[src/include/hazard_pkg.sv]
// Shared classes, timing figures and widths for the pipeline hazard controller
// Functional notes
// - Store after a signal-unit data operation waits until that operation's write-back finishes.
// - Store after a core execute-stage operation proceeds with no stall cycle.
// - Load then store of that register overlap in one cycle without contention.
// - Loaded bus value is re-driven at once; the store's own drive is suppressed.
// - Register arithmetic, no multiply, issues in 1 cycle over 5 stages.
// - Register logic operations take 1 cycle over 5 stages, no contention.
// - Delayed conditional branch 2/1 cycles, plain conditional 3/1, both 3 stages.
// - Unconditional branch writing the return register takes 2 cycles, 5 stages.
// - Signal-unit data operations and X/Y word loads take 1 cycle, 5 stages.
// - Memory read-modify-write logic takes 3 cycles, 6 stages, contends with fetch.
// - Control register pre-decrement store, non-bank, 1 cycle, 5 stages, contends.
// - Banked register store via control store form: 2 cycles, 6 stages, contends.
// - Single-bus word and long loads: 1 cycle, 5 stages, contend with fetch.
// - X-bus word and single-bus long stores: 1 cycle, 4 stages, signal-unit contention.
// - Memory access colliding with fetch on the shared bus delays the fetch.
// - Partial status word writers stall a directly following status reader; full writers do not.
// - Multiplier users are held while the multiplier is still busy.
// - Non-store reader of a just-loaded register is delayed until load data is ready.
package hazard_pkg;

  // Field widths
  localparam int CLS_W = 5;
  localparam int REG_W = 5;
  localparam int CYC_W = 3;
  localparam int STG_W = 4;
  localparam int DAT_W = 32;

  // Instruction classes seen at decode
  typedef enum logic [CLS_W-1:0] {
    CLS_NONE         = 5'h00,
    CLS_REG_XFER     = 5'h01,
    CLS_ARITH        = 5'h02,
    CLS_LOGIC        = 5'h03,
    CLS_SHIFT        = 5'h04,
    CLS_BR_COND      = 5'h05,
    CLS_BR_DELAY     = 5'h06,
    CLS_BR_UNCOND    = 5'h07,
    CLS_BR_PR        = 5'h08,
    CLS_SYSCTL       = 5'h09,
    CLS_NOP          = 5'h0a,
    CLS_DSP_OP       = 5'h0b,
    CLS_XY_LOAD      = 5'h0c,
    CLS_STORE        = 5'h0d,
    CLS_STORE_PREDEC = 5'h0e,
    CLS_MEM_LOGIC    = 5'h0f,
    CLS_CTRL_STORE   = 5'h10,
    CLS_BANK_STORE   = 5'h11,
    CLS_SB_LOAD      = 5'h12,
    CLS_XS_STORE     = 5'h13,
    CLS_LOAD         = 5'h14,
    CLS_MULT         = 5'h15
  } instr_class_t;

  // Issue cycle figures
  localparam logic [CYC_W-1:0] CYC_0 = 3'h0;
  localparam logic [CYC_W-1:0] CYC_1 = 3'h1;
  localparam logic [CYC_W-1:0] CYC_2 = 3'h2;
  localparam logic [CYC_W-1:0] CYC_3 = 3'h3;

  // Pipeline stage figures
  localparam logic [STG_W-1:0] STG_0 = 4'h0;
  localparam logic [STG_W-1:0] STG_3 = 4'h3;
  localparam logic [STG_W-1:0] STG_4 = 4'h4;
  localparam logic [STG_W-1:0] STG_5 = 4'h5;
  localparam logic [STG_W-1:0] STG_6 = 4'h6;

  // Reset values
  localparam logic [REG_W-1:0] REG_RST = 5'h00;
  localparam logic [DAT_W-1:0] DAT_RST = 32'h0000_0000;

  // Contention report bit positions
  localparam int CONT_IF   = 0;
  localparam int CONT_SR   = 1;
  localparam int CONT_MULT = 2;
  localparam int CONT_LOAD = 3;
  localparam int CONT_DSP  = 4;
  localparam int CONT_W    = 5;

endpackage

[src/design/hazard_ctrl.sv]
// Pipeline hazard and timing controller for the core with its signal unit
`timescale 1ns/1ns
`default_nettype none
module hazard_ctrl
  import hazard_pkg::*;
(
  input  wire logic              i_sys_clk,
  input  wire logic              i_rst,
  input  wire logic              i_id_valid,
  input  wire logic [CLS_W-1:0]  i_id_class,
  input  wire logic [REG_W-1:0]  i_id_src_reg,
  input  wire logic [REG_W-1:0]  i_id_dst_reg,
  input  wire logic              i_id_reads_sr,
  input  wire logic              i_id_writes_sr,
  input  wire logic              i_id_sr_full,
  input  wire logic              i_id_cond_taken,
  input  wire logic              i_mult_busy,
  input  wire logic              i_if_req,
  input  wire logic              i_bus_data_valid,
  input  wire logic [DAT_W-1:0]  i_bus_data,
  output logic                   o_id_hold,
  output logic                   o_if_hold,
  output logic                   o_issue,
  output logic                   o_ma_extend,
  output logic                   o_store_drive_en,
  output logic                   o_rebus_en,
  output logic [DAT_W-1:0]       o_rebus_data,
  output logic [CYC_W-1:0]       o_issue_cycles,
  output logic [STG_W-1:0]       o_stage_count,
  output logic [CONT_W-1:0]      o_contention
);

  ////////////////////////////////////////////////////////////////////////////
  // Types and declarations

  typedef enum logic [1:0] {
    ST_READY = 2'h1,
    ST_MULTI = 2'h2
  } issue_state_t;

  issue_state_t     state_reg;
  issue_state_t     state_next;
  instr_class_t     id_cls;
  instr_class_t     ex_cls_reg;
  instr_class_t     ma_cls_reg;
  logic             ex_valid_reg;
  logic             ma_valid_reg;
  logic [REG_W-1:0] ex_dst_reg;
  logic [REG_W-1:0] ma_dst_reg;
  logic             ex_sr_reg;
  logic             ma_sr_reg;
  logic             ex_fwd_reg;
  logic             ma_fwd_reg;
  logic [DAT_W-1:0] load_data_reg;
  logic             timer_busy;
  logic             multi_hold;
  logic             hz_dsp_store;
  logic             hz_load_use;
  logic             hz_sr;
  logic             hz_mult;
  logic             fwd_store;
  logic             hazard;
  logic             issue;
  logic [CYC_W-1:0] id_cycles;
  logic [STG_W-1:0] id_stages;
  logic [CYC_W-1:0] load_count;

  assign id_cls = instr_class_t'(i_id_class);

  ////////////////////////////////////////////////////////////////////////////
  // Class helpers

  // Loads that fill a register from the internal bus
  function automatic logic is_load(input instr_class_t c);
    is_load = (c == CLS_LOAD) || (c == CLS_XY_LOAD) || (c == CLS_SB_LOAD);
  endfunction

  // Stores that drive a register onto the internal bus
  function automatic logic is_store(input instr_class_t c);
    is_store = (c == CLS_STORE) || (c == CLS_STORE_PREDEC) || (c == CLS_XS_STORE)
               || (c == CLS_CTRL_STORE) || (c == CLS_BANK_STORE);
  endfunction

  // Classes with a memory access stage on the shared bus
  function automatic logic uses_bus(input instr_class_t c);
    uses_bus = is_load(c) || is_store(c) || (c == CLS_MEM_LOGIC) || (c == CLS_MULT);
  endfunction

  ////////////////////////////////////////////////////////////////////////////
  // Cycle and stage table

  // Issue cycles per class
  always_comb begin
    id_cycles = CYC_1;
    unique case (id_cls)
      CLS_ARITH:        id_cycles = CYC_1;
      CLS_LOGIC:        id_cycles = CYC_1;
      CLS_BR_COND:      id_cycles = i_id_cond_taken ? CYC_3 : CYC_1;
      CLS_BR_DELAY:     id_cycles = i_id_cond_taken ? CYC_2 : CYC_1;
      CLS_BR_UNCOND:    id_cycles = CYC_2;
      CLS_BR_PR:        id_cycles = CYC_2;
      CLS_DSP_OP:       id_cycles = CYC_1;
      CLS_XY_LOAD:      id_cycles = CYC_1;
      CLS_MEM_LOGIC:    id_cycles = CYC_3;
      CLS_CTRL_STORE:   id_cycles = CYC_1;
      CLS_BANK_STORE:   id_cycles = CYC_2;
      CLS_SB_LOAD:      id_cycles = CYC_1;
      CLS_XS_STORE:     id_cycles = CYC_1;
      CLS_NONE, CLS_REG_XFER, CLS_SHIFT, CLS_SYSCTL, CLS_NOP,
      CLS_STORE, CLS_STORE_PREDEC, CLS_LOAD, CLS_MULT: id_cycles = CYC_1;
      default:          id_cycles = CYC_1;
    endcase
  end

  // Pipeline stages per class
  always_comb begin
    id_stages = STG_5;
    unique case (id_cls)
      CLS_ARITH:        id_stages = STG_5;
      CLS_LOGIC:        id_stages = STG_5;
      CLS_BR_COND:      id_stages = STG_3;
      CLS_BR_DELAY:     id_stages = STG_3;
      CLS_BR_UNCOND:    id_stages = STG_3;
      CLS_NOP:          id_stages = STG_3;
      CLS_BR_PR:        id_stages = STG_5;
      CLS_DSP_OP:       id_stages = STG_5;
      CLS_XY_LOAD:      id_stages = STG_5;
      CLS_MEM_LOGIC:    id_stages = STG_6;
      CLS_CTRL_STORE:   id_stages = STG_5;
      CLS_BANK_STORE:   id_stages = STG_6;
      CLS_SB_LOAD:      id_stages = STG_5;
      CLS_XS_STORE:     id_stages = STG_4;
      CLS_STORE:        id_stages = STG_4;
      CLS_NONE, CLS_REG_XFER, CLS_SHIFT, CLS_SYSCTL,
      CLS_STORE_PREDEC, CLS_LOAD, CLS_MULT: id_stages = STG_5;
      default:          id_stages = STG_5;
    endcase
  end

  ////////////////////////////////////////////////////////////////////////////
  // Hazard detection against the instructions ahead

  // Store of a signal-unit result right after it waits for write-back
  assign hz_dsp_store = i_id_valid && is_store(id_cls) && ex_valid_reg
                        && (ex_cls_reg == CLS_DSP_OP)
                        && (i_id_src_reg == ex_dst_reg);
  // Core execute-stage results need no wait: arithmetic and logic absent here

  // Load then store of the same register: overlap, no contention
  assign fwd_store = i_id_valid && is_store(id_cls) && ex_valid_reg
                     && is_load(ex_cls_reg)
                     && (i_id_src_reg == ex_dst_reg);

  // Non-store user of a just-loaded register splits the slot
  assign hz_load_use = i_id_valid && !is_store(id_cls) && ex_valid_reg
                       && is_load(ex_cls_reg)
                       && (i_id_src_reg == ex_dst_reg);

  // Status reader behind a partial status writer in execute or access
  assign hz_sr = i_id_valid && i_id_reads_sr
                 && ((ex_valid_reg && ex_sr_reg) || (ma_valid_reg && ma_sr_reg));

  // Multiplier user against a multiplier still at work
  assign hz_mult = i_id_valid && (id_cls == CLS_MULT) && i_mult_busy;

  assign hazard = hz_dsp_store || hz_load_use || hz_sr || hz_mult;

  ////////////////////////////////////////////////////////////////////////////
  // Issue control

  // Multi-cycle slot of the previous instruction still running
  assign multi_hold = (state_reg == ST_MULTI) && timer_busy;

  // Issue only when no slot is running and no hazard stands
  assign issue      = i_id_valid && !multi_hold && !hazard;
  assign load_count = id_cycles - CYC_1;

  // Decode held by any extension so nothing is lost or repeated
  assign o_id_hold = i_id_valid && !issue;
  assign o_issue   = issue;
  assign o_ma_extend = hz_dsp_store;

  // Fetch waits for a memory access in flight or for a held decode
  assign o_if_hold = (ma_valid_reg && uses_bus(ma_cls_reg) && i_if_req)
                     || o_id_hold;

  // Slot state: ready or inside a multi-cycle instruction
  always_comb begin
    state_next = state_reg;
    unique case (state_reg)
      ST_READY: begin
        if (issue && (id_cycles > CYC_1)) begin
          state_next = ST_MULTI;
        end
      end
      ST_MULTI: begin
        if (!timer_busy) begin
          state_next = (issue && (id_cycles > CYC_1)) ? ST_MULTI : ST_READY;
        end
      end
      default: state_next = ST_READY;
    endcase
  end

  // State register
  always_ff @(posedge i_sys_clk) begin
    if (i_rst) begin
      state_reg <= ST_READY;
    end else begin
      state_reg <= state_next;
    end
  end

  // Remaining issue cycles of the running instruction
  slot_timer u_issue_timer (
    .i_sys_clk (i_sys_clk),
    .i_rst     (i_rst),
    .i_load    (issue),
    .i_count   (load_count),
    .o_busy    (timer_busy)
  );

  ////////////////////////////////////////////////////////////////////////////
  // Pipeline tracking: execute and memory access stages

  // Execute stage takes the issued instruction or a bubble
  always_ff @(posedge i_sys_clk) begin
    if (i_rst) begin
      ex_valid_reg <= 1'b0;
      ex_cls_reg   <= CLS_NONE;
      ex_dst_reg   <= REG_RST;
      ex_sr_reg    <= 1'b0;
      ex_fwd_reg   <= 1'b0;
    end else begin
      ex_valid_reg <= issue;
      ex_cls_reg   <= issue ? id_cls : CLS_NONE;
      ex_dst_reg   <= i_id_dst_reg;
      ex_sr_reg    <= issue && i_id_writes_sr && !i_id_sr_full;
      ex_fwd_reg   <= issue && fwd_store;
    end
  end

  // Memory access stage follows execute every cycle
  always_ff @(posedge i_sys_clk) begin
    if (i_rst) begin
      ma_valid_reg <= 1'b0;
      ma_cls_reg   <= CLS_NONE;
      ma_dst_reg   <= REG_RST;
      ma_sr_reg    <= 1'b0;
      ma_fwd_reg   <= 1'b0;
    end else begin
      ma_valid_reg <= ex_valid_reg;
      ma_cls_reg   <= ex_cls_reg;
      ma_dst_reg   <= ex_dst_reg;
      ma_sr_reg    <= ex_sr_reg;
      ma_fwd_reg   <= ex_fwd_reg;
    end
  end

  ////////////////////////////////////////////////////////////////////////////
  // Load data capture and re-drive

  // Bus value taken into the destination register during the load's access
  always_ff @(posedge i_sys_clk) begin
    if (i_rst) begin
      load_data_reg <= DAT_RST;
    end else if (ma_valid_reg && is_load(ma_cls_reg) && i_bus_data_valid) begin
      load_data_reg <= i_bus_data;
    end
  end

  // Captured value back on the bus while the load writes back
  assign o_rebus_data = load_data_reg;
  assign o_rebus_en   = ma_valid_reg && ma_fwd_reg;

  // Store drives its own data only when not forwarded
  assign o_store_drive_en = ma_valid_reg && is_store(ma_cls_reg) && !ma_fwd_reg;

  ////////////////////////////////////////////////////////////////////////////
  // Timing and contention reports

  // Cycles and stages of the last issued instruction
  always_ff @(posedge i_sys_clk) begin
    if (i_rst) begin
      o_issue_cycles <= CYC_0;
      o_stage_count  <= STG_0;
    end else if (issue) begin
      o_issue_cycles <= id_cycles;
      o_stage_count  <= id_stages;
    end
  end

  // One-cycle report of each contention seen
  always_ff @(posedge i_sys_clk) begin
    if (i_rst) begin
      o_contention <= '0;
    end else begin
      o_contention[CONT_IF]   <= ma_valid_reg && uses_bus(ma_cls_reg) && i_if_req;
      o_contention[CONT_SR]   <= hz_sr;
      o_contention[CONT_MULT] <= hz_mult;
      o_contention[CONT_LOAD] <= hz_load_use;
      o_contention[CONT_DSP]  <= hz_dsp_store;
    end
  end

endmodule
`default_nettype wire

[src/design/slot_timer.sv]
// Down-counter that tracks the remaining issue cycles of one instruction
`timescale 1ns/1ns
`default_nettype none
module slot_timer
  import hazard_pkg::*;
(
  input  wire logic             i_sys_clk,
  input  wire logic             i_rst,
  input  wire logic             i_load,
  input  wire logic [CYC_W-1:0] i_count,
  output logic                  o_busy
);

  logic [CYC_W-1:0] count_reg;

  // Load on issue, then count down to zero
  always_ff @(posedge i_sys_clk) begin
    if (i_rst) begin
      count_reg <= CYC_0;
    end else if (i_load) begin
      count_reg <= i_count;
    end else if (count_reg != CYC_0) begin
      count_reg <= count_reg - CYC_1;
    end
  end

  assign o_busy = (count_reg != CYC_0);

endmodule
`default_nettype wire

[config.mk]
export PLATFORM = sky130hd
export DESIGN_NAME = hazard_ctrl
export DESIGN_NICKNAME = d
export VERILOG_FILES = /design/src/include/hazard_pkg.sv /design/src/design/hazard_ctrl.sv /design/src/design/slot_timer.sv
export SDC_FILE = /design/constraint.sdc
export NUM_CORES = 1
export LEC_CHECK = 0
export BUFFER_PORTS_ARGS = -buffer_cell sky130_fd_sc_hd__buf_2
export CORE_AREA = 2 2 115 95
export DETAILED_ROUTE_END_ITERATION = 16
export DIE_AREA = 0 0 117 97
export PLACE_DENSITY_LB_ADDON = 0.15
export REMOVE_ABC_BUFFERS = 1
export SYNTH_ARGS = -nofsm -noshare
export SYNTH_HDL_FRONTEND = slang
export SYNTH_SLANG_ARGS = --single-unit
[constraint.sdc]
create_clock -name i_sys_clk -period 2.91 [get_ports i_sys_clk]
set_clock_uncertainty 0.2 [all_clocks]
set_input_delay 0.291 -clock i_sys_clk [delete_from_list [all_inputs] [get_ports i_sys_clk]]
set_output_delay 0.291 -clock i_sys_clk [all_outputs]
set_load 0.005 [all_outputs]
# Yosys cells after proc, flatten, opt, wreduce, memory -nomap -nowiden
# Memories as Yosys holds them, arrays and structs flattened. A register that Yosys moved wholly into a read port is not among the register bits.
# Cells that the tools add are included.
totals:
  register_bits: 70
  rom_bits: 96
  input_bits: 57
  out_inout_bits: 50
  word_cells: 121
  n_memories: 1
mem_list:
  columns: ["name", "words", "word_bits", "read_ports", "rd_ports_with_merged_regs", "wr", "line", "rtl"]
  rows:
  - ["(name not given)", 32, 3, 1, 1, 0, "hazard_ctrl.sv:118", "unique case (id_cls)"]
classes:
  n_addsub: 2
  order_cmp: 1
  n_eq_ne: 30
  muxes: 9
  bitwise_logic: 1
  n_reduce_logical: 62
op_table:
  columns: ["cell", "count"]
  rows:
  - ["$eq A5 B5 Y1 const B", 12]
  - ["$eq A5 B4 Y1 const B", 10]
  - ["$logic_and A1 B1 Y1", 31]
  - ["$logic_or A1 B1 Y1", 20]
  - ["$eq A5 B3 Y1 const B", 3]
  - ["$mux W2", 5]
  - ["$pmux W2 S4", 1]
  - ["$logic_not A1 Y1", 6]
  - ["$mux W3", 2]
  - ["$sub A3 B1 Y3 const B", 2]
  - ["$eq A5 B5 Y1", 1]
  - ["$ne A2 B2 Y1 const B", 2]
  - ["$pmux W2 S2", 1]
  - ["$gt A3 B1 Y1 const B", 1]
  - ["$reduce_bool A3 Y1", 1]
  - ["$reduce_or A3 Y1", 1]
  - ["$eq A2 B1 Y1 const B", 1]
  - ["$eq A2 B2 Y1 const B", 1]
  - ["$reduce_and A2 Y1", 1]
  - ["$reduce_bool A2 Y1", 1]
  - ["$reduce_or A2 Y1", 1]
  - ["$not A1 Y1", 1]

# Depth between registers and ports, before layout
logic_depth:
  ltp_word: 19
  mapped_depth: 11
  ltp_nobuf: 10

# Cells and area by module
# Synthesis repeated with hierarchy kept, for this count alone.
hier_totals:
  hier_cells: 306
  area_unflattened_um2: 2926.6
by_module_without_submodules:
  columns: ["module", "n_inst", "cells_each", "area_per_inst_um2", "seq_area_each_um2"]
  rows:
  - ["hazard_ctrl", 1, 285, 2723.9, 1301.2]
  - ["slot_timer", 1, 21, 202.7, 60.1]

# Worst setup path after synthesis
# Ideal clock, no wire load.
synth_timing:
  path_type: "input to register"
  from: "input i_id_class[0]"
  to: "register state_reg[1]"
  setup_time_ns: 0.079
  arrival_ns: 1.952
  required_ns: 2.631
  path_slack_ns: 0.678
  path_stages: 7
  path_buffers: 1
  path_cell_list: "buf_4 > or2_2 > o32ai_1 > inv_1 > ha_1 > or4_4 > o221ai_2"
synth_between:
  elab_cells_between_ends: 40
synth_rtl:
  columns: ["element", "line", "rtl"]
  rows:
  - ["from (decl)", "hazard_ctrl.sv:10", "input wire logic [CLS_W-1:0] i_id_class,"]
  - ["$eq A5 B5 Y1 (tied with other cells)", "hazard_ctrl.sv:95", "unique case (id_cls)"]
  - ["$reduce_or A3 Y1 (no source line)", null, null]
  - ["$pmux W2 S4 *", "hazard_ctrl.sv:95", null]
  - ["net id_cycles[0]", "hazard_ctrl.sv:64", "logic [CYC_W-1:0] id_cycles;"]
  - ["$gt A3 B1 Y1 *", "hazard_ctrl.sv:192, hazard_ctrl.sv:198", null]
  - ["$logic_and A1 B1 Y1 *", "hazard_ctrl.sv:192, hazard_ctrl.sv:198", null]
  - ["$mux W2", "hazard_ctrl.sv:198", "state_next = (issue && (id_cycles > CYC_1)) ? ST_MULTI : ST_READY;"]
  - ["$mux W2", "hazard_ctrl.sv:197", "if (!timer_busy) begin"]
  - ["$pmux W2 S2", "hazard_ctrl.sv:190", "unique case (state_reg)"]
  - ["to (signal assigned)", "hazard_ctrl.sv:210", "state_reg <= state_next;"]
  - ["to (decl)", "hazard_ctrl.sv:41", "issue_state_t state_reg;"]
# The timed path passes the listed nets; every way through them passes the cells marked *. The select of a mux whose other input is x is not followed.
# A chain may end at the register's enable or synchronous reset.

# Worst setup path in the final report
layout_timing:
  from: "register u_issue_timer.count_reg[0]"
  to: "output o_if_hold"
layout_between:
  elab_chain_len: 8
layout_rtl:
  columns: ["element", "line", "rtl"]
  rows:
  - ["from (decl)", "slot_timer.sv:14", "logic [CYC_W-1:0] count_reg;"]
  - ["from (signal assigned)", "slot_timer.sv:21", "count_reg <= i_count;"]
  - ["from (signal assigned)", "slot_timer.sv:23", "count_reg <= count_reg - CYC_1;"]
  - ["$reduce_bool A3 Y1", "slot_timer.sv:27", "assign o_busy = (count_reg != CYC_0);"]
  - ["$logic_and A1 B1 Y1", "hazard_ctrl.sv:172", "assign multi_hold = (state_reg == ST_MULTI) && timer_busy;"]
  - ["$logic_not A1 Y1", "hazard_ctrl.sv:175", "assign issue = i_id_valid && !multi_hold && !hazard;"]
  - ["$logic_and A1 B1 Y1 (2 in series)", "hazard_ctrl.sv:175", null]
  - ["$logic_not A1 Y1", "hazard_ctrl.sv:179", "assign o_id_hold = i_id_valid && !issue;"]
  - ["$logic_and A1 B1 Y1", "hazard_ctrl.sv:179", null]
  - ["$logic_or A1 B1 Y1", "hazard_ctrl.sv:185", "|| o_id_hold;"]
  - ["to (decl)", "hazard_ctrl.sv:22", "output logic o_if_hold,"]
# No other way between the ends.

==> flow_metrics.tcl <==
set metrics [dict create \
    status "finished, final reports clean" \
    yosysUniqueCellTypes 55 \
    grt_first_pass_wirelength_um 11700 \
    crit_family "simple AND/OR/NAND/NOR gates" \
    utilization 0.416 \
    htree_levels 3 \
    end_kind "output port" \
    start_util 0.294 \
    path_class "reg2out" \
    hold_violations 0 \
    vias 2499 \
    synth_edf_count 0 \
    yosys_register_bits 68 \
    critPathBufInv 2 \
    fmax_ghz 0.371 \
    yosys-top-cells-area "dfxtp_1, mux2i_1, nor2_1, nor2b_1, ha_1" \
    antenna_found_initial 0 \
    finalSetupTns_ns 0 \
    syn_avg_cell_area_um2 9.91 \
    grt_pass1_vias 2431 \
    crit_required_ns 2.42 \
    via_per_inst 4.32 \
    cp_data_arrival_time_ns 2.21 \
    setup_viol 0 \
    core_mm2 0.0101 \
    clk_pin_slew_ns 0.06 \
    die_area_mm2 0.0113 \
    synthToLayoutAreaGrowth_pct 41.4 \
    drv_slew 0 \
    grt_max_degree 66 \
    num-nets-final 496 \
    layout-drive-gt1-share 0.324 \
    cts_root_buf "clkbuf_16" \
    slew_headroom 0.540 \
    core.rowCount 33 \
    cp_max_fo 8 \
    async_flop_share 0 \
    clockBufferDepth 2 \
    clock_latency_ns 0.33 \
    slowest_stage "dfxtp_1" \
    io_pins 107 \
    cts_sinks 68 \
    cap_viol_max_count 0 \
    drtIter0Drc 120 \
    cp_common_cell "nand2b_1" \
    numCtsBuffers 9 \
    slowest_delay_ns 0.31 \
    largest_reg_flops 32 \
    die_h_um 97 \
    yosys_most_used_dff "dfxtp_1" \
    critPathLaunchType "register" \
    io_buffers 104 \
    total_power_w 0.00232 \
    yosysWarnings 0 \
    seq_area_frac_synth 0.458 \
    routabilityCongestion 0.705 \
    tightest_slew_ns 0.690 \
    period_needed_ns 2.70 \
    leakagePower_nw 1.85 \
    rsz0062_at_grt "no" \
    die_w_um 117 \
    netlist_area_mm2 0.00297 \
    cts_tree "yes" \
    route.detailed.drc 0 \
    ant_nets 0 \
    synth_top_area_share 0.458 \
    wl_um 7010 \
    power-per-cell-area_mw_per_mm2 552 \
    grt_usage 0.132 \
    hold_class "in2reg" \
    yosys.area.top_type "dfxtp_1" \
    post-route-period-util 0.927 \
    path_cells "inv_1, ha_1, ha_2, nand2b_1, o211ai_1, a31oi_4, nand3_4, and2_1, nand2b_1, buf_2" \
    reg2reg_slack_ns 0.45 \
    post-dp-hpwl_um 4920 \
    syn_inst 300 \
    grt_overflow_total 0 \
    whs_ns 0.00704 \
    wl_per_cell_um 12.1 \
    insertedDiodeCount 0 \
    peakVddDrop_uv 253 \
    drtPass1Iterations 4 \
]
## power by group
group,total [W],switching [W],leakage [nW],internal [W]
Sequential,0.000974,0.0000161,0.553,0.000958
Clock,0.00108,0.000398,0.144,0.000684
Combinational,0.000266,0.000128,1.15,0.000138
## per-layer routing
metal / vias to the layer above / global-route usage / share of wire
met5: - / 0 / 0
met4: 0 / 0.0371 / 0.010
met3: 5 / 0.0489 / 0.043
met2: 54 / 0.209 / 0.50
met1: 1154 / 0.168 / 0.45
li1: 1286 / - / -
## path summary, 6_finish.rpt
check,start,endpoint,cells after the start
min,i_bus_data[24],o_rebus_data[24]$_SDFFE_PP0P_,3
max reg2reg,u_issue_timer.count_reg[0]$_SDFFE_PP0P_,state_reg[1]$_SDFFE_PP0P_,10
max,u_issue_timer.count_reg[0]$_SDFFE_PP0P_,o_if_hold,10
min reg2reg,ex_fwd_reg$_SDFF_PP0_,ma_fwd_reg$_SDFF_PP0_,1
## kinds of logic after synthesis
family                     count (synthesis)  synth area share
and+or+nand+nor                          118             0.224
buffers and inverters                     29            0.0530
DFF                                       68             0.458
adders and majority gates                  6            0.0253
muxes                                     36             0.121
xor gates and xnor gates                   9            0.0290
other                                      1           0.00126
AOI/OAI and AO/OA                         33            0.0880
## through the flow
| stage | instance area, µm² | worst slack (ns) | instances |
|---|---|---|---|
| 6_report | 4200 | 0.211 | 578 |
| 5_1_grt | 4200 | 0.0533 | 578 |
| 4_1_cts | 4190 | 0.0387 | 576 |
| 3_5_place_dp | 3580 | 0.371 | 530 |
| 3_3_place_gp | 3580 | 0.436 | 530 |
| 2_1_floorplan | 2860 | 0.281 | 282 |
## synth_stat cells, types with 2 or more instances
| cell | n |
|---|---|
| a21oi_1 | 6 |
| a22oi_1 | 2 |
| a31oi_1 | 3 |
| and2_1 | 6 |
| buf_1 | 2 |
| buf_2 | 3 |
| buf_4 | 4 |
| buf_6 | 4 |
| clkbuf_1 | 6 |
| dfxtp_1 | 68 |
| ha_1 | 6 |
| inv_1 | 9 |
| mux2i_1 | 36 |
| nand2_1 | 12 |
| nand2b_1 | 4 |
| nand3_1 | 4 |
| nand3b_1 | 3 |
| nor2_1 | 48 |
| nor2b_1 | 15 |
| nor3_1 | 7 |
| nor3b_1 | 4 |
| o21ai_0 | 8 |
| or2_2 | 2 |
| xnor2_1 | 2 |
| xor2_1 | 6 |
## layout by cell type (no fill, tap or decap), types with 3 or more instances in the layout
cell             n
a21oi_1          6
a31oi_1          3
and2_1           6
buf_2          104
buf_4            6
clkbuf_16        9
dfxtp_1         68
dlygate4sd3_1   30
ha_1             5
inv_1            9
mux2i_1         36
nand2_1         12
nand2b_1         4
nand3_1          4
nand3b_1         3
nor2_1          48
nor2b_1         15
nor3_1           7
nor3b_1          4
o21ai_0          8
xor2_1           6
## final cells by class
cell class / count / area [µm²]
fillers: 1035 / 5910
multi-input cells: 204 / 1460
flip-flops and latches: 68 / 1360
repair buffers: 140 / 866
clock buffers: 10 / 239
well taps: 140 / 175
clock inverters: 6 / 63.8
inverters: 10 / 37.5
## what timing repair did
| action | CTS | global route |
|---|---|---|
| buffers inserted | 0 | 2 |
| gates resized for setup | 1 | 0 |
| hold endpoints to repair | 30 | 0 |
| pin swaps | 0 | 1 |
| hold buffers | 30 | 0 |
| setup endpoints to repair | 1 | 2 |
| gates cloned | 0 | 0 |
## worst reg2reg max path, stage by stage (launching register included)
cell and delay [ns]:
dfxtp_1 0.31, inv_1 0.06, ha_1 0.15, ha_2 0.25, nand2b_1 0.19, o211ai_1 0.15, a31oi_4 0.20, nand3_4 0.13
buf_4 0.18, or4_4 0.48, o221ai_2 0.07
Power figures use the tool's default switching activity.
